==> src/inc/serial_status_consts.svh <==
// register offsets, field positions and reset values of the channel status block
// included by the core and the checker; definitions only
`ifndef SERIAL_STATUS_CONSTS_SVH
`define SERIAL_STATUS_CONSTS_SVH

`define OFS_CLEAR_TRIGGER 4'h0
`define OFS_STATUS 4'h2
`define OFS_DATA 4'h4
`define OFS_START 4'h6
`define OFS_STOP 4'h8
`define OFS_RUN_CONFIG 4'hA

`define BIT_OVERRUN 0
`define BIT_PARITY 1
`define BIT_FRAME 2
`define BIT_BUFFER_FULL 5
`define BIT_COMM_ACTIVE 6
`define BIT_RX_ENABLE 14
`define BIT_TX_ENABLE 15

`define RESET_WORD 16'h0000

`endif

==> src/inc/serial_status_pkg.sv <==
// types shared by the channel status block
// assumes the constants header sits beside it
package serial_status_pkg;
    typedef logic [15:0] word_t;
    typedef logic [3:0] addr_t;
    typedef enum logic [1:0] {
        CH_STOPPED = 2'b00,
        CH_STANDBY = 2'b01,
        CH_ACTIVE = 2'b10
    } chan_state_t;
endpackage

==> src/core/serial_channel_status_flags.sv <==
// status and error-flag logic of one serial channel
// assumes a plain register port driven on mclk and a shift engine that raises event pulses
// How it works
// RQ1: writing 1 to a clear bit clears its error flag; 0 leaves it alone
// RQ2: clear bits are pulses and never hold a written value
// RQ3: reading the clear-trigger register always returns zero
// RQ4: clear-trigger register is zero after reset
// RQ5: clear-trigger register accepts full word and low-byte writes
// RQ6: frame clear bit exists only on channel 1; reserved on channel 0
// RQ7: software writes zero to unused upper clear bits
// RQ8: status has active bit 6, full bit 5, frame 2, parity 1, overrun 0
// RQ9: status register is zero after reset
// RQ10: status readable as full word or low byte
// RQ11: frame error flag exists only on channel 1, else reads zero
// RQ12: active flag is 1 during transfer, 0 when stopped or standby
// RQ13: stop or start trigger clears active flag, entering stopped or standby
// RQ14: active flag sets at transfer start and clears at transfer end
// RQ15: full flag shows whether data register holds valid data
// RQ16: transmit write with transmit enabled sets full flag
// RQ17: received word or receive error with receive enabled sets full flag
// RQ18: data write while full discards old data and sets overrun
// RQ19: full flag clears on move to shifter, data read, or stop
// RQ20: missing stop bit sets frame error flag
// RQ21: parity mismatch or missing acknowledge sets parity error flag
// RQ22: unread received word plus new write or word sets overrun
// RQ23: start trigger sets enabled status; stop trigger clears it
//
// Implementation choices: strobed register access and the address map.
`timescale 1ns/1ps
`include "serial_status_consts.svh"

module serial_channel_status_flags #(
    parameter int CHANNEL = 1
) (
    // clock and reset
    input wire logic mclk,
    input wire logic rst,
    // register port
    input wire serial_status_pkg::addr_t regAddr,
    input wire serial_status_pkg::word_t regWdata,
    input wire logic regWrite,
    input wire logic regByte,
    input wire logic regRead,
    output serial_status_pkg::word_t regRdata,
    // events from the shift engine
    input wire logic xferBegin,
    input wire logic xferEnd,
    input wire logic txLoadShift,
    input wire logic rxStore,
    input wire serial_status_pkg::word_t rxWord,
    input wire logic rxNoStop,
    input wire logic rxParityBad,
    input wire logic ackMissing,
    // state seen by the shift engine
    output serial_status_pkg::word_t dataWord,
    output serial_status_pkg::word_t runConfig,
    output logic channelEnabled,
    output logic commActive,
    output logic bufferFull
);
    import serial_status_pkg::*;

    localparam bit HAS_FRAME = (CHANNEL == 1);

    typedef struct packed {
        word_t rdata;
        word_t clearTrig;
        word_t data;
        word_t runCfg;
        chan_state_t chState;
        logic enabled;
        logic active;
        logic full;
        logic frameErr;
        logic parityErr;
        logic overrunErr;
    } state_t;

    state_t st;
    state_t next_st;

    // merges a write into a register, keeping the upper byte on a byte write
    function automatic word_t merge(input word_t old, input word_t wd, input logic bw);
        merge = bw ? {old[15:8], wd[7:0]} : wd;
    endfunction

    // assembles the status word; bits not listed read zero
    function automatic word_t statusWord(input state_t s);
        word_t w;
        w = `RESET_WORD;
        w[`BIT_COMM_ACTIVE] = s.active; // RQ8
        w[`BIT_BUFFER_FULL] = s.full; // RQ8
        w[`BIT_FRAME] = HAS_FRAME & s.frameErr; // RQ11
        w[`BIT_PARITY] = s.parityErr;
        w[`BIT_OVERRUN] = s.overrunErr;
        statusWord = w;
    endfunction

    logic wrClear;
    logic wrData;
    logic wrStart;
    logic wrStop;
    logic rdData;
    word_t clrIn;
    logic clrFrame;
    logic clrParity;
    logic clrOverrun;

    // decode of the register port
    always_comb begin
        wrClear = regWrite && (regAddr == `OFS_CLEAR_TRIGGER);
        wrData = regWrite && (regAddr == `OFS_DATA);
        wrStart = regWrite && (regAddr == `OFS_START) && regWdata[0];
        wrStop = regWrite && (regAddr == `OFS_STOP) && regWdata[0];
        rdData = regRead && (regAddr == `OFS_DATA);
        // a byte write reaches only the low byte, where all clear bits live
        clrIn = wrClear ? merge(`RESET_WORD, regWdata, regByte) : `RESET_WORD; // RQ5
        clrFrame = HAS_FRAME & clrIn[`BIT_FRAME]; // RQ6
        clrParity = clrIn[`BIT_PARITY]; // RQ1
        clrOverrun = clrIn[`BIT_OVERRUN]; // RQ1
    end

    // next-state of the whole block
    always_comb begin
        next_st = st;
        // trigger bits live one cycle: the flag clears on that edge, then they drop
        next_st.clearTrig = `RESET_WORD; // RQ2
        next_st.clearTrig[`BIT_FRAME] = clrFrame; // RQ6
        next_st.clearTrig[`BIT_PARITY] = clrParity;
        next_st.clearTrig[`BIT_OVERRUN] = clrOverrun;

        if (regWrite && regAddr == `OFS_RUN_CONFIG) begin
            next_st.runCfg = merge(st.runCfg, regWdata, regByte);
        end

        // error flags: a set in the cycle of a clear wins, so no event is lost
        if (clrFrame) begin
            next_st.frameErr = 1'b0; // RQ1
        end
        if (clrParity) begin
            next_st.parityErr = 1'b0; // RQ1
        end
        if (clrOverrun) begin
            next_st.overrunErr = 1'b0; // RQ1
        end
        if (HAS_FRAME && rxNoStop) begin
            next_st.frameErr = 1'b1; // RQ20
        end
        if (rxParityBad || ackMissing) begin
            next_st.parityErr = 1'b1; // RQ21
        end

        // data register and buffer-full flag
        if (txLoadShift || rdData) begin
            next_st.full = 1'b0; // RQ19
        end
        if (rxStore && st.runCfg[`BIT_RX_ENABLE]) begin
            next_st.data = rxWord;
            next_st.full = 1'b1; // RQ17
            if (st.full) begin
                next_st.overrunErr = 1'b1; // RQ22
            end
        end
        if ((rxNoStop || rxParityBad) && st.runCfg[`BIT_RX_ENABLE]) begin
            next_st.full = 1'b1; // RQ17
        end
        if (wrData) begin
            // old contents are simply overwritten, which is the discard
            next_st.data = merge(st.data, regWdata, regByte);
            if (st.full) begin
                next_st.overrunErr = 1'b1; // RQ18
            end
            if (st.runCfg[`BIT_TX_ENABLE]) begin
                next_st.full = 1'b1; // RQ16
            end
        end

        // channel state: transfers move to active, triggers take it back out
        case (st.chState)
            CH_STOPPED: begin
                if (wrStart) begin
                    next_st.chState = CH_STANDBY;
                end
            end
            CH_STANDBY: begin
                if (xferBegin && !wrStop && !wrStart) begin
                    next_st.chState = CH_ACTIVE;
                end
            end
            CH_ACTIVE: begin
                if (xferEnd) begin
                    next_st.chState = CH_STANDBY;
                end
            end
            default: begin
                next_st.chState = CH_STOPPED;
            end
        endcase
        if (wrStart && st.chState != CH_STOPPED) begin
            next_st.chState = CH_STANDBY; // RQ13
        end
        if (wrStop) begin
            next_st.chState = CH_STOPPED; // RQ13
            next_st.full = 1'b0; // RQ19
        end
        if (wrStart) begin
            next_st.enabled = 1'b1; // RQ23
        end
        if (wrStop) begin
            next_st.enabled = 1'b0; // RQ23
        end
        next_st.active = (next_st.chState == CH_ACTIVE); // RQ12 RQ14

        // read data stands only in the cycle after the strobe
        next_st.rdata = `RESET_WORD;
        if (regRead) begin
            case (regAddr)
                `OFS_STATUS: next_st.rdata = statusWord(st); // RQ10
                `OFS_DATA: next_st.rdata = st.data;
                `OFS_RUN_CONFIG: next_st.rdata = st.runCfg;
                // the trigger, start and stop registers read as zero
                `OFS_CLEAR_TRIGGER: next_st.rdata = `RESET_WORD; // RQ3
                default: next_st.rdata = `RESET_WORD;
            endcase
        end
    end

    // all state in one register
    always_ff @(posedge mclk or posedge rst) begin
        if (rst) begin
            st <= '0; // RQ4 RQ9
        end else begin
            st <= next_st;
        end
    end

    assign regRdata = st.rdata;
    assign dataWord = st.data;
    assign runConfig = st.runCfg;
    assign channelEnabled = st.enabled;
    assign commActive = st.active;
    assign bufferFull = st.full; // RQ15
endmodule

==> config.mk <==
export PLATFORM = sky130hd
export DESIGN_NAME = serial_channel_status_flags
export DESIGN_NICKNAME = d
export VERILOG_FILES = /design/src/inc/serial_status_pkg.sv /design/src/core/serial_channel_status_flags.sv
export VERILOG_INCLUDE_DIRS = /design/src /design/src/inc
export SDC_FILE = /design/constraint.sdc
export NUM_CORES = 1
export LEC_CHECK = 0
export BUFFER_PORTS_ARGS = -buffer_cell sky130_fd_sc_hd__buf_4
export CAP_MARGIN = 20
export CORE_MARGIN = 3
export CORE_UTILIZATION = 54
export DETAILED_ROUTE_END_ITERATION = 10
export PLACE_DENSITY = 0.93
export RECOVER_POWER = 50
export SLEW_MARGIN = 25
export SYNTH_ARGS = -nofsm -noshare
export SYNTH_HDL_FRONTEND = slang
export SYNTH_SLANG_ARGS = --single-unit
==> constraint.sdc <==
create_clock -name mclk -period 3.5 [get_ports mclk]
set_input_delay 0.175 -clock mclk [delete_from_list [all_inputs] [get_ports mclk]]
set_output_delay 0.175 -clock mclk [all_outputs]
set_load 0.03 [all_outputs]
Word-level counts from Yosys, hierarchy flattened
Cells that the tools add are included.
{"block": "word_totals", "input_bits": 48, "output_inout_bits": 51, "register_bits": 56, "elab_cells": 78}
{"block": "classes", "muxes": 29, "n_bitwise": 1, "n_eq_ne": 9, "reduce_logical": 27}
{"op": "$mux 16", "n": 4}
{"op": "$pmux 16 s3", "n": 1}
{"op": "$mux 1", "n": 17}
{"op": "$logic_and 1x1->1", "n": 13}
{"op": "$mux 2", "n": 5}
{"op": "$reduce_bool 2->1", "n": 5}
{"op": "$eq 4x3->1 const B", "n": 2}
{"op": "$eq 4x4->1 const B", "n": 2}
{"op": "$pmux 2 s3", "n": 1}
{"op": "$eq 2x2->1 const B", "n": 2}
{"op": "$eq 4x2->1 const B", "n": 1}
{"op": "$logic_not 4->1", "n": 1}
{"op": "$reduce_and 2->1", "n": 2}
{"op": "$logic_or 1x1->1", "n": 3}
{"op": "$mux 3", "n": 1}
{"op": "$eq 2x1->1 const B", "n": 1}
{"op": "$logic_not 1->1", "n": 2}
{"op": "$logic_not 2->1", "n": 1}
{"op": "$ne 2x2->1 const B", "n": 1}
{"op": "$not 1->1", "n": 1}

Depth between registers and ports, before layout
Gate-level depths: netlist of run 1.
{"block": "depth", "ltp_word": 11, "depth_mapped": 7}

Least setup slack after synthesis of run 1
No wires, ideal clock.
{"block": "synth_timing", "kind": "input-to-reg", "from": "input regAddr[0]", "to": "register st (netlist bit dataWord[10])", "arrival_time_ns": 1.407, "stages": 6, "required_ns": 3.377, "setup_slack_ns": 1.971, "cell_sequence": "nand2b_1 -> or3b_1 -> buf_6 -> buf_6 -> or3_1 -> o221a_2"}
{"block": "synth_via", "elab_chain_len": 4, "elab_cells_between_ends": 6}
{"element": "start, declared", "line": "serial_channel_status_flags.sv:39", "source": "input wire serial_status_pkg::addr_t regAddr,"}
{"element": "$eq 4x3->1 (*)"}
{"element": "$logic_and 1x1->1 (*)", "line": "serial_channel_status_flags.sv:112", "source": "wrData = regWrite && (regAddr == `OFS_DATA);"}
{"element": "$ne 2x2->1 (no line) or $reduce_bool 2->1 (tied branches)"}
{"element": "$reduce_and 2->1 (no line)"}
{"element": "end signal, assigned", "line": "serial_channel_status_flags.sv:233", "source": "st <= next_st;"}
{"element": "end, declared", "line": "serial_channel_status_flags.sv:79", "source": "state_t st;"}
Every way passes the cells marked *; elsewhere a longest branch is shown, timed or not.
A chain may end at the register's enable or synchronous reset.

==> results of run 1 <==
logic make-up after synthesis:
kind of cell,share of synthesized area
DFF,0.500
buffers and inverters,0.151
and+or+nand+nor,0.110
muxes,0.105
AOI/OAI and AO/OA,0.134
worst paths after layout:
path	slack (ns)	endpoint	cells after the start	from
min in group asynchronous	1.06	regRdata[8]	3	rst
max reg2reg	1.82	dataWord[0]	3	runConfig[14]
max	1.38	runConfig[10]	3	rst
max in group mclk	1.75	dataWord[10]	5	regAddr[0]
min reg2reg	0.52	st[2]	1	st[2]
min	0.05	st[2]	2	rxNoStop
power by group through the flow:
stage | registers (uW) | clock network [uW] | logic (uW)
finish | 904 | 433 | 710
global route | 919 | 464 | 747
CTS | 901 | 437 | 727
detailed placement | 912 | 0 | 725
global placement | 901 | 0 | 710
floorplan | 877 | 0 | 598
synthesized netlist by cell type (2+ instances only):
| cell type | instances | area share |
|---|---|---|
| clkbuf_1 | 4 | 0.0054 |
| a22oi_1 | 15 | 0.040 |
| nor2_1 | 28 | 0.037 |
| nand3b_1 | 2 | 0.0054 |
| o221a_2 | 8 | 0.032 |
| dfrtp_1 | 56 | 0.50 |
| inv_1 | 4 | 0.0054 |
| mux2_2 | 18 | 0.072 |
| buf_4 | 48 | 0.13 |
| nor2b_1 | 3 | 0.0067 |
| buf_6 | 2 | 0.0080 |
| buf_2 | 2 | 0.0036 |
| a31oi_1 | 2 | 0.0045 |
| nand2_1 | 7 | 0.0094 |
| a21oi_1 | 10 | 0.018 |
| nand3_1 | 3 | 0.0054 |
| or3_1 | 8 | 0.018 |
| a311oi_1 | 2 | 0.0062 |
| a22o_1 | 5 | 0.016 |
| mux2i_1 | 7 | 0.025 |
flip-flops by register name (all words and copies together), names as in the netlist:
register and flops:
dataWord 16, runConfig 16, st 5, regRdata 16, channelEnabled 1, bufferFull 1
commActive 1
worst register-to-register path, cell delays in order (launching register included):
cell and delay (ns):
dfrtp_1 0.47, nand2_1 0.49, mux2_2 0.41, a32o_1 0.20
cell type report:
type	instances	area [um2]
Timing Repair Buffer	101	682
Clock buffer	5	68.8
Fill cell	413	1600
Sequential cell	56	1400
Clock inverter	3	46.3
Inverter	4	16.3
Tap cell	67	83.8
Multi-Input combinational cell	134	986
routing by layer:
layer	wire, um	up-vias	GRT usage
met4	162	0	0.0769
met3	493	16	0.0585
met1	2680	1019	0.289
li1	-	946	-
met2	3460	91	0.392
met5	0	-	0
metrics by stage:
stage	cell area, um2	setup slack (ns)	hold WS, ns
2_1_floorplan	2800	1.95	0.267
3_3_place_gp	3230	1.50	0.371
3_5_place_dp	3230	1.43	0.324
4_1_cts	3360	1.76	0.0439
5_1_grt	3280	1.01	0.0392
6_report	3280	1.38	0.0498
==> run_results.csv, run 1 <==
group,metric,value,unit
route,drc,0,
timing,worst_pin_slew,2.38,ns
clock_network,cts-buffers-inserted,5,
finish,final_cell_mix,"buf_4 (77), dfrtp_1 (56), nor2_1 (28)",
pwr,p_per_area,623,nW/um2
logic_synthesis,syn-cell-area,2800,um2
worst_setup_path,path_cells,"dlygate4sd3_1 > clkbuf_4 > clkinvlp_2",
pwr,power.total,2050,uW
floorplan,fp.dieH,78.1,um
timing,fin_crit,2.12,ns
status,outcome,"finished, violations left",
clock_network,worstSkewPairLatency,0.31,ns
clock_network,cts_resized,0,
route,viasPerCell,5.60,
global_route,gr-total-overflow,0,
clock_network,clk_pin_slew,0.10,ns
logic_synthesis,synthFlopType,"dfrtp_1",
pwr,leakage,0.00150,uW
pwr,p_int,1290,uW
route,finalWirelength,6.80,mm
logic_synthesis,synth_seq_cells,56,
clock_network,cts_sinks,56,
placed_design,dpl.hpwl,5.15,mm
logic_synthesis,synth_edf_count,0,
timing,skew,0.00805,ns
clock_network,cts_root_buf,"clkbuf_8",
logic_synthesis,synth_nets,298,
clock_network,ctsHoldBuffers,1,
route,dr.pass1.iters,4,
pwr,seq_power_share,0.441,
finish,final_nets,350,
floorplan,boundaryPins,99,
floorplan,rows,25,
placed_design,gp_congestion,0.860,
clock_network,ctsHtreeMaxLevel,2,
floorplan,fp.dieW,78.1,um
logic_synthesis,avgSynthCellArea,11.2,um2
timing,finalHoldViolations,0,
worst_setup_path,slowest_delay,1.34,ns
finish,final_cells,370,
pwr,peakVddDrop,0.434,mV
placed_design,numPortBuffers,98,
timing,maxSlewViolCount,57,
worst_setup_path,cp-end-kind,"asynchronous set/reset pin",
floorplan,start_util,0.575,
clock_network,cts_max_path_buffers,2,
clock_network,postCtsSetupBuffers,0,
finish,final_common_cell,"buf_4",
job,max_cap_violations,1,
finish,post-route-util,0.673,
worst_setup_path,worstSetupStartpointType,"primary input",
global_route,grt_pass1_vias,2073,
status,failed_checks,"max-capacitance violations, max-slew violations",
finish,drive_gt1_frac,0.389,
worst_setup_path,arrival,2.21,ns
worst_setup_path,worst_path_max_delay_cell,"clkinvlp_2",
timing,slew_headroom,-0.593,
route,drtIter0Drc,180,
logic_synthesis,async_flop_share,1.00,
worst_setup_path,cp_top_family,"buffers and inverters",
timing,max_freq,471,MHz
finish,diodes,0,
global_route,antenna_found_initial,0,
pwr,combPwrFrac,0.347,
route,antenna_left,0,
pwr,clkPwrFrac,0.212,
logic_synthesis,yosysWarnings,0,
route,routedWlPerCell,18.4,um
worst_setup_path,crit_fanout,56,
global_route,grt_usage,0.231,
pwr,switching_power,755,uW
timing,rsz0062_at_grt,"no",
clock_network,cts_tree,"built",
logic_synthesis,netlist_instances,250,
logic_synthesis,ys_types,36,
worst_setup_path,worstSetupPathType,"in -> async",
hold_path,hold_class,"in -> reg",
route,vias,2072,
timing,setup_viol,0,
floorplan,die_area,6090,um2
placed_design,place_inst,360,
timing,fin_tns_setup,0,ns
timing,finalCritPeriodShare,0.607,
worst_setup_path,required,3.58,ns
global_route,grt_pass1_wl,10.9,mm
global_route,grt_max_degree,57,
worst_setup_path,crit_buf_inv,3,
floorplan,core,4880,um2
logic_synthesis,ys_seq_area_frac,0.500,
finish,areaGrowthSynthToFinish,17.1,%
pwr,switching_share,0.369,
Power figures use the tool's default switching activity.
==> inputs of run 2 (changes only) <==
--- a/config.mk
+++ b/config.mk
@@ -6,12 +6,13 @@
 export SDC_FILE = /design/constraint.sdc
 export NUM_CORES = 1
 export LEC_CHECK = 0
+export ABC_AREA = 1
 export BUFFER_PORTS_ARGS = -buffer_cell sky130_fd_sc_hd__buf_4
 export CAP_MARGIN = 20
 export CORE_MARGIN = 3
-export CORE_UTILIZATION = 54
+export CORE_UTILIZATION = 46
 export DETAILED_ROUTE_END_ITERATION = 10
-export PLACE_DENSITY = 0.93
+export PLACE_DENSITY = 0.83
 export RECOVER_POWER = 50
 export SLEW_MARGIN = 25
 export SYNTH_ARGS = -nofsm -noshare
==> constraint.sdc (replaced) <==
create_clock -name mclk -period 1.95 [get_ports mclk]
set_input_delay 0.0975 -clock mclk [delete_from_list [all_inputs] [get_ports mclk]]
set_output_delay 0.0975 -clock mclk [all_outputs]
set_load 0.03 [all_outputs]
==> run 2 against run 1 <==
  * The run now ends clean
  * Clock skew down 0.0011 ns
  * Design area up 4.8%
  * Total power increased by 67%
  * Synthesized area up 8.6%
  * Sequential share of layout area shrank 1.9 points
  * Critical endpoint is now runConfig[14]
  * Largest power group unchanged
  * Highest routed layer unchanged
==> run_results.csv, run 2 <==
group,metric,value,unit
finish,final_cell_mix,"nand2_1 (120), buf_4 (61), nand3_1 (57)",
logic_synthesis,netlist_instances,374,
global_route,grt_pass1_vias,2519,
timing,fin_crit,1.65,ns
floorplan,fp.dieW,87.4,um
worst_setup_path,rr_worst_depth,6,
finish,final_cells,506,
worst_setup_path,worstSetupPathType,"in -> reg",
worst_setup_path,arrival,1.85,ns
timing,slew_headroom,0.531,
clock_network,cts_sinks,56,
logic_synthesis,async_flop_share,1.00,
worst_setup_path,path_cells,"clkbuf_1 > inv_2 > nor2_2 > nand2_4 > nor2_2 > nand2_2 > nand2_1 > nand2_1",
route,dr.pass1.iters,5,
pwr,switching_power,1410,uW
finish,final_nets,477,
placed_design,gp_congestion,0.859,
clock_network,cts_max_path_buffers,2,
hold_path,min_path_cells,3,
worst_setup_path,required,2.16,ns
timing,setup_viol,0,
worst_setup_path,rr_endpoint,"dataWord[9]",
route,vias,2712,
hold_path,hold_class,"in -> reg",
worst_setup_path,worst_path_max_delay_cell,"nor2_2",
clock_network,worstSkewPairLatency,0.31,ns
worst_setup_path,r2r-start,"runConfig[14]",
clock_network,cts_resized,0,
timing,finalHoldViolations,0,
pwr,p_per_area,995,nW/um2
timing,fin_tns_setup,0,ns
placed_design,place_ws,0.467,ns
clock_network,ctsHoldBuffers,5,
route,drc,0,
logic_synthesis,syn-cell-area,3040,um2
finish,areaGrowthSynthToFinish,13.0,%
placed_design,numPortBuffers,98,
route,viasPerCell,5.36,
pwr,clkPwrFrac,0.184,
worst_setup_path,r2r_slack,0.48,ns
pwr,seq_power_share,0.469,
route,finalWirelength,8.12,mm
clock_network,clk_pin_slew,0.10,ns
logic_synthesis,yosysWarnings,0,
clock_network,ctsHtreeMaxLevel,2,
pwr,combPwrFrac,0.347,
logic_synthesis,synth.area.top_cells,"dfrtp_1 (46%), nand2_1 (15%), buf_4 (12%)",
worst_setup_path,worstSetupStartpointType,"primary input",
finish,drive_gt1_frac,0.219,
floorplan,rows,29,
pwr,switching_share,0.413,
pwr,power.total,3420,uW
logic_synthesis,ys_seq_area_frac,0.460,
placed_design,place_inst,494,
clock_network,cts_tree,"built",
route,drtIter0Drc,153,
timing,skew,0.00693,ns
logic_synthesis,avgSynthCellArea,8.14,um2
floorplan,fp.dieH,87.4,um
logic_synthesis,yosys-top-cells-count,"nand2_1 (120), nand3_1 (57), dfrtp_1 (56)",
global_route,gr-total-overflow,0,
global_route,grt_max_degree,21,
finish,post-route-util,0.539,
timing,max_freq,607,MHz
logic_synthesis,synth_nets,422,
pwr,peakVddDrop,0.503,mV
route,routedWlPerCell,16.0,um
logic_synthesis,synth_most_common_cell,"nand2_1",
global_route,grt_pass1_wl,12.6,mm
route,antenna_left,0,
logic_synthesis,ys_types,24,
global_route,grt_usage,0.211,
logic_synthesis,synth_top_area_share,0.460,
timing,finalCritPeriodShare,0.845,
floorplan,start_util,0.477,
logic_synthesis,synthFlopType,"dfrtp_1",
pwr,leakage,0.00178,uW
finish,final_common_cell,"nand2_1",
pwr,p_int,2010,uW
timing,maxSlewViolCount,0,
clock_network,cts-buffers-inserted,5,
timing,rsz0062_at_grt,"no",
logic_synthesis,synth_edf_count,0,
placed_design,dpl.hpwl,5.93,mm
logic_synthesis,synth_largest_area_cell,"dfrtp_1",
status,outcome,"finished clean",
worst_setup_path,slowest_delay,0.55,ns
floorplan,core,6390,um2
timing,worst_pin_slew,0.702,ns
timing,setup_ws,0.303,ns
job,max_cap_violations,0,
hold_path,min_from,"regWdata[7]",
finish,fillers,603,
floorplan,boundaryPins,99,
logic_synthesis,synth_seq_cells,56,
clock_network,postCtsSetupBuffers,0,
worst_setup_path,crit_fanout,15,
hold_path,min_to,"runConfig[7]",
clock_network,cts_root_buf,"clkbuf_8",
floorplan,die_area,7630,um2
global_route,antenna_found_initial,0,
finish,diodes,0,
worst_setup_path,cp-end-kind,"flip-flop",
==> run 2: changes by cell type after synthesis, moves of 9 or more <==
cell / change
nand2_1: +113
a22oi_1: -15
nand4_1: +9
inv_1: +17
mux2_2: -18
nor2_1: -22
nand3_1: +54
==> run 2: worst max-delay path: cells and delay by family <==
family	cells	cell delay, ns
AND/OR/NAND/NOR	6	1.45
buffers and inverters	2	0.30
==> run 2: final cells by class <==
class	instances	area, um2	share of cell area
timing repair buffer	106	663	0.193
multi-input combinational	232	1090	0.318
sequential	56	1400	0.407
tap	77	96.3	0.0280
inverter	28	105	0.0305
clock buffer	5	68.8	0.0200
clock inverter	2	12.5	0.00364
==> run 2: kinds of logic (layout without fill, tap and decap cells) <==
family                 Yosys count  in the layout  synth area share
AO/OA/AOI/OAI                   22             22            0.0403
flip-flops                      56             56             0.460
AND/OR/NAND/NOR                210            210             0.325
buffers and inverters           86            141             0.174
==> run 2: worst max-delay path by stage <==
stage	startpoint	end	slack, ns	cells after the start
detailed placement	regAddr[0]	dataWord[9]	0.47	7
global placement	regAddr[0]	dataWord[11]	0.54	7
floorplan	rst	bufferFull	0.48	1
finish	regAddr[3]	runConfig[14]	0.30	8
global route	regAddr[3]	runConfig[14]	0.18	8
CTS	runConfig[14]	dataWord[9]	0.50	6
==> run 2: power groups by stage <==
stage / sequential (uW) / combinational, uW / clock (uW)
2_1_floorplan: 1570 / 1050 / 0
3_3_place_gp: 1620 / 1260 / 0
3_5_place_dp: 1630 / 1290 / 0
4_1_cts: 1610 / 1300 / 631
5_1_grt: 1640 / 1280 / 677
6_report: 1610 / 1190 / 630
==> run 2: layer usage <==
metal | vias up | part of all wire | wire [um] | global-route usage
li1 | 1254 | - | - | -
met1 | 1306 | 0.41 | 3330 | 0.283
met2 | 141 | 0.49 | 3960 | 0.342
met3 | 11 | 0.090 | 728 | 0.0520
met4 | 0 | 0.013 | 102 | 0.0558
met5 | - | 0 | 0 | 0
==> run 2: through the flow <==
step                      cell area [um2]  hold WS [ns]
after floorplan                      3040         0.197
after global placement               3470         0.105
after detailed placement             3470         0.114
after CTS                            3600       0.00303
after global routing                 3440        0.0114
final                                3440       0.00734
==> inputs of run 3 (changes only) <==
--- a/config.mk
+++ b/config.mk
@@ -6,11 +6,11 @@
 export SDC_FILE = /design/constraint.sdc
 export NUM_CORES = 1
 export LEC_CHECK = 0
-export ABC_AREA = 1
+export ABC_AREA = 0
 export BUFFER_PORTS_ARGS = -buffer_cell sky130_fd_sc_hd__buf_4
 export CAP_MARGIN = 20
 export CORE_MARGIN = 3
-export CORE_UTILIZATION = 46
+export CORE_UTILIZATION = 45
 export DETAILED_ROUTE_END_ITERATION = 10
 export PLACE_DENSITY = 0.83
 export RECOVER_POWER = 50
==> constraint.sdc (replaced) <==
create_clock -name mclk -period 1.4 [get_ports mclk]
set_input_delay 0.07 -clock mclk [delete_from_list [all_inputs] [get_ports mclk]]
set_output_delay 0.07 -clock mclk [all_outputs]
set_load 0.03 [all_outputs]
==> run 3 against run 2 <==
  * First-iteration DRC count is the same
  * Design area is 2.0% higher
  * Core utilization is 4.7 points higher
  * Worst setup slack worse by 0.15 ns
  * Worst hold slack better by 0.0013 ns
  * Total power increased by 44%
  * Wire length decreased by 18%
  * Critical endpoint is now dataWord[8]
  * Highest routed layer unchanged
  * Global-route usage down 2.9 points
  * Sequential cell count unchanged
  * Combinational power increased by 55%
  * Die area is 5.5% lower
==> run_results.csv, run 3 (synthesis results as in run 1) <==
group,metric,value,unit
pwr,power.total,4940,uW
clock_network,cts_root_buf,"clkbuf_8",
finish,final_cells,405,
worst_setup_path,slowest_delay,0.48,ns
floorplan,fp.dieH,84.9,um
timing,hold_slack,0.00864,ns
worst_setup_path,path_cells,"buf_4 > nand2b_4 > or3b_1 > buf_4 > or3_1 > o221a_2",
global_route,grt_pass1_vias,2084,
timing,setup_viol,0,
clock_network,worstSkewPairLatency,0.30,ns
timing,setup_ws,0.151,ns
worst_setup_path,r2r_slack,0.21,ns
route,dr.pass1.iters,4,
global_route,antenna_found_initial,0,
worst_setup_path,cp-end-kind,"flip-flop",
route,finalWirelength,6.65,mm
floorplan,boundaryPins,99,
clock_network,cts_tree,"built",
placed_design,place_inst,388,
global_route,gr-total-overflow,0,
finish,areaGrowthSynthToFinish,25.2,%
floorplan,fp.dieW,84.9,um
finish,final_nets,377,
placed_design,place_ws,-0.170,ns
route,vias,2122,
job,max_cap_violations,0,
finish,final_common_cell,"buf_4",
worst_setup_path,worstSetupPathType,"in -> reg",
placed_design,numPortBuffers,98,
pwr,leakage,0.00162,uW
timing,maxSlewViolCount,0,
floorplan,core,5990,um2
timing,max_freq,801,MHz
route,drc,0,
global_route,grt_max_degree,37,
clock_network,cts_sinks,56,
clock_network,cts-buffers-inserted,5,
floorplan,die_area,7210,um2
route,antenna_left,0,
clock_network,ctsHtreeMaxLevel,2,
placed_design,dpl.hpwl,5.36,mm
finish,final_cell_mix,"buf_4 (95), dfrtp_1 (56), nor2_1 (28)",
floorplan,start_util,0.468,
floorplan,rows,28,
clock_network,clk_pin_slew,0.10,ns
hold_path,hold_class,"in -> reg",
clock_network,cts_max_path_buffers,2,
worst_setup_path,worst_path_max_delay_cell,"or3b_1",
pwr,peakVddDrop,0.852,mV
timing,finalCritPeriodShare,0.892,
placed_design,gp_congestion,0.960,
route,viasPerCell,5.24,
timing,rsz0062_at_grt,"no",
worst_setup_path,required,1.59,ns
worst_setup_path,arrival,1.44,ns
timing,fin_tns_setup,0,ns
worst_setup_path,worstSetupStartpointType,"primary input",
pwr,p_per_area,1410,nW/um2
finish,diodes,0,
finish,drive_gt1_frac,0.415,
timing,slew_headroom,0.407,
status,outcome,"finished clean",
timing,finalHoldViolations,0,
global_route,grt_pass1_wl,10.5,mm
timing,fin_crit,1.25,ns
timing,worst_pin_slew,0.885,ns
global_route,grt_usage,0.182,
worst_setup_path,crit_fanout,7,
timing,skew,0.0116,ns
worst_setup_path,crit_top_cell,"buf_4",
route,drtIter0Drc,153,
route,routedWlPerCell,16.4,um
==> run 3: changes by cell type in the layout (fill, tap and decap cells not counted), moves of 15 or more <==
cell and change:
a22oi_1 +15, nand2_1 -114, buf_4 +34, inv_1 -18
nor2_1 +22, clkbuf_1 -15, nand3_1 -54, mux2_2 +18
==> run 3: path summary, 6_finish.rpt <==
path / cells past startpoint / endpoint / start
min: 2 / runConfig[5] / regWdata[5]
max: 6 / dataWord[8] / regAddr[0]
max in group asynchronous: 4 / runConfig[12] / rst
max reg2reg: 3 / dataWord[10] / runConfig[14]
min reg2reg: 1 / st[1] / st[1]
min in group asynchronous: 3 / regRdata[4] / rst
==> run 3: worst max-delay path, delay by kind of cell <==
kind / cells / cell delay [ns]
AOI/OAI and AO/OA: 1 / 0.13
buffers and inverters: 2 / 0.33
and+or+nand+nor: 3 / 0.92
==> run 3: per-layer routing <==
layer,vias to the layer above,global-route usage,wire [um]
li1,999,-,-
met1,1023,0.237,2770
met2,88,0.311,3320
met3,12,0.0388,443
met4,0,0.0446,113
met5,-,0,0
==> run 3: final cells by class <==
type	count	area [um2]
tap	75	93.8
sequential	56	1400
multi-input combinational	134	996
inverter	4	16.3
fill	506	2480
clock buffer	6	72.6
timing repair buffer	128	913
clock inverter	2	16.3
==> run 3: power breakdown <==
| group | total, uW | switching (uW) | internal (uW) |
|---|---|---|---|
| clock | 852 | 496 | 357 |
| sequential | 2240 | 304 | 1940 |
| combinational | 1840 | 1040 | 803 |
| total | 4940 | 1840 | 3100 |
==> run 3: what timing repair did <==
action,4_1_cts,5_1_grt
resized for setup,0,0
hold buffers,6,3
hold endpoints to repair,24,3
buffers inserted,0,0
==> run 3: stage by stage <==
stage	cell area [um2]	utilization
finish	3510	0.586
detailed placement	3420	0.570
global route	3510	0.586
global placement	3420	0.570
CTS	3560	0.595
floorplan	2820	-
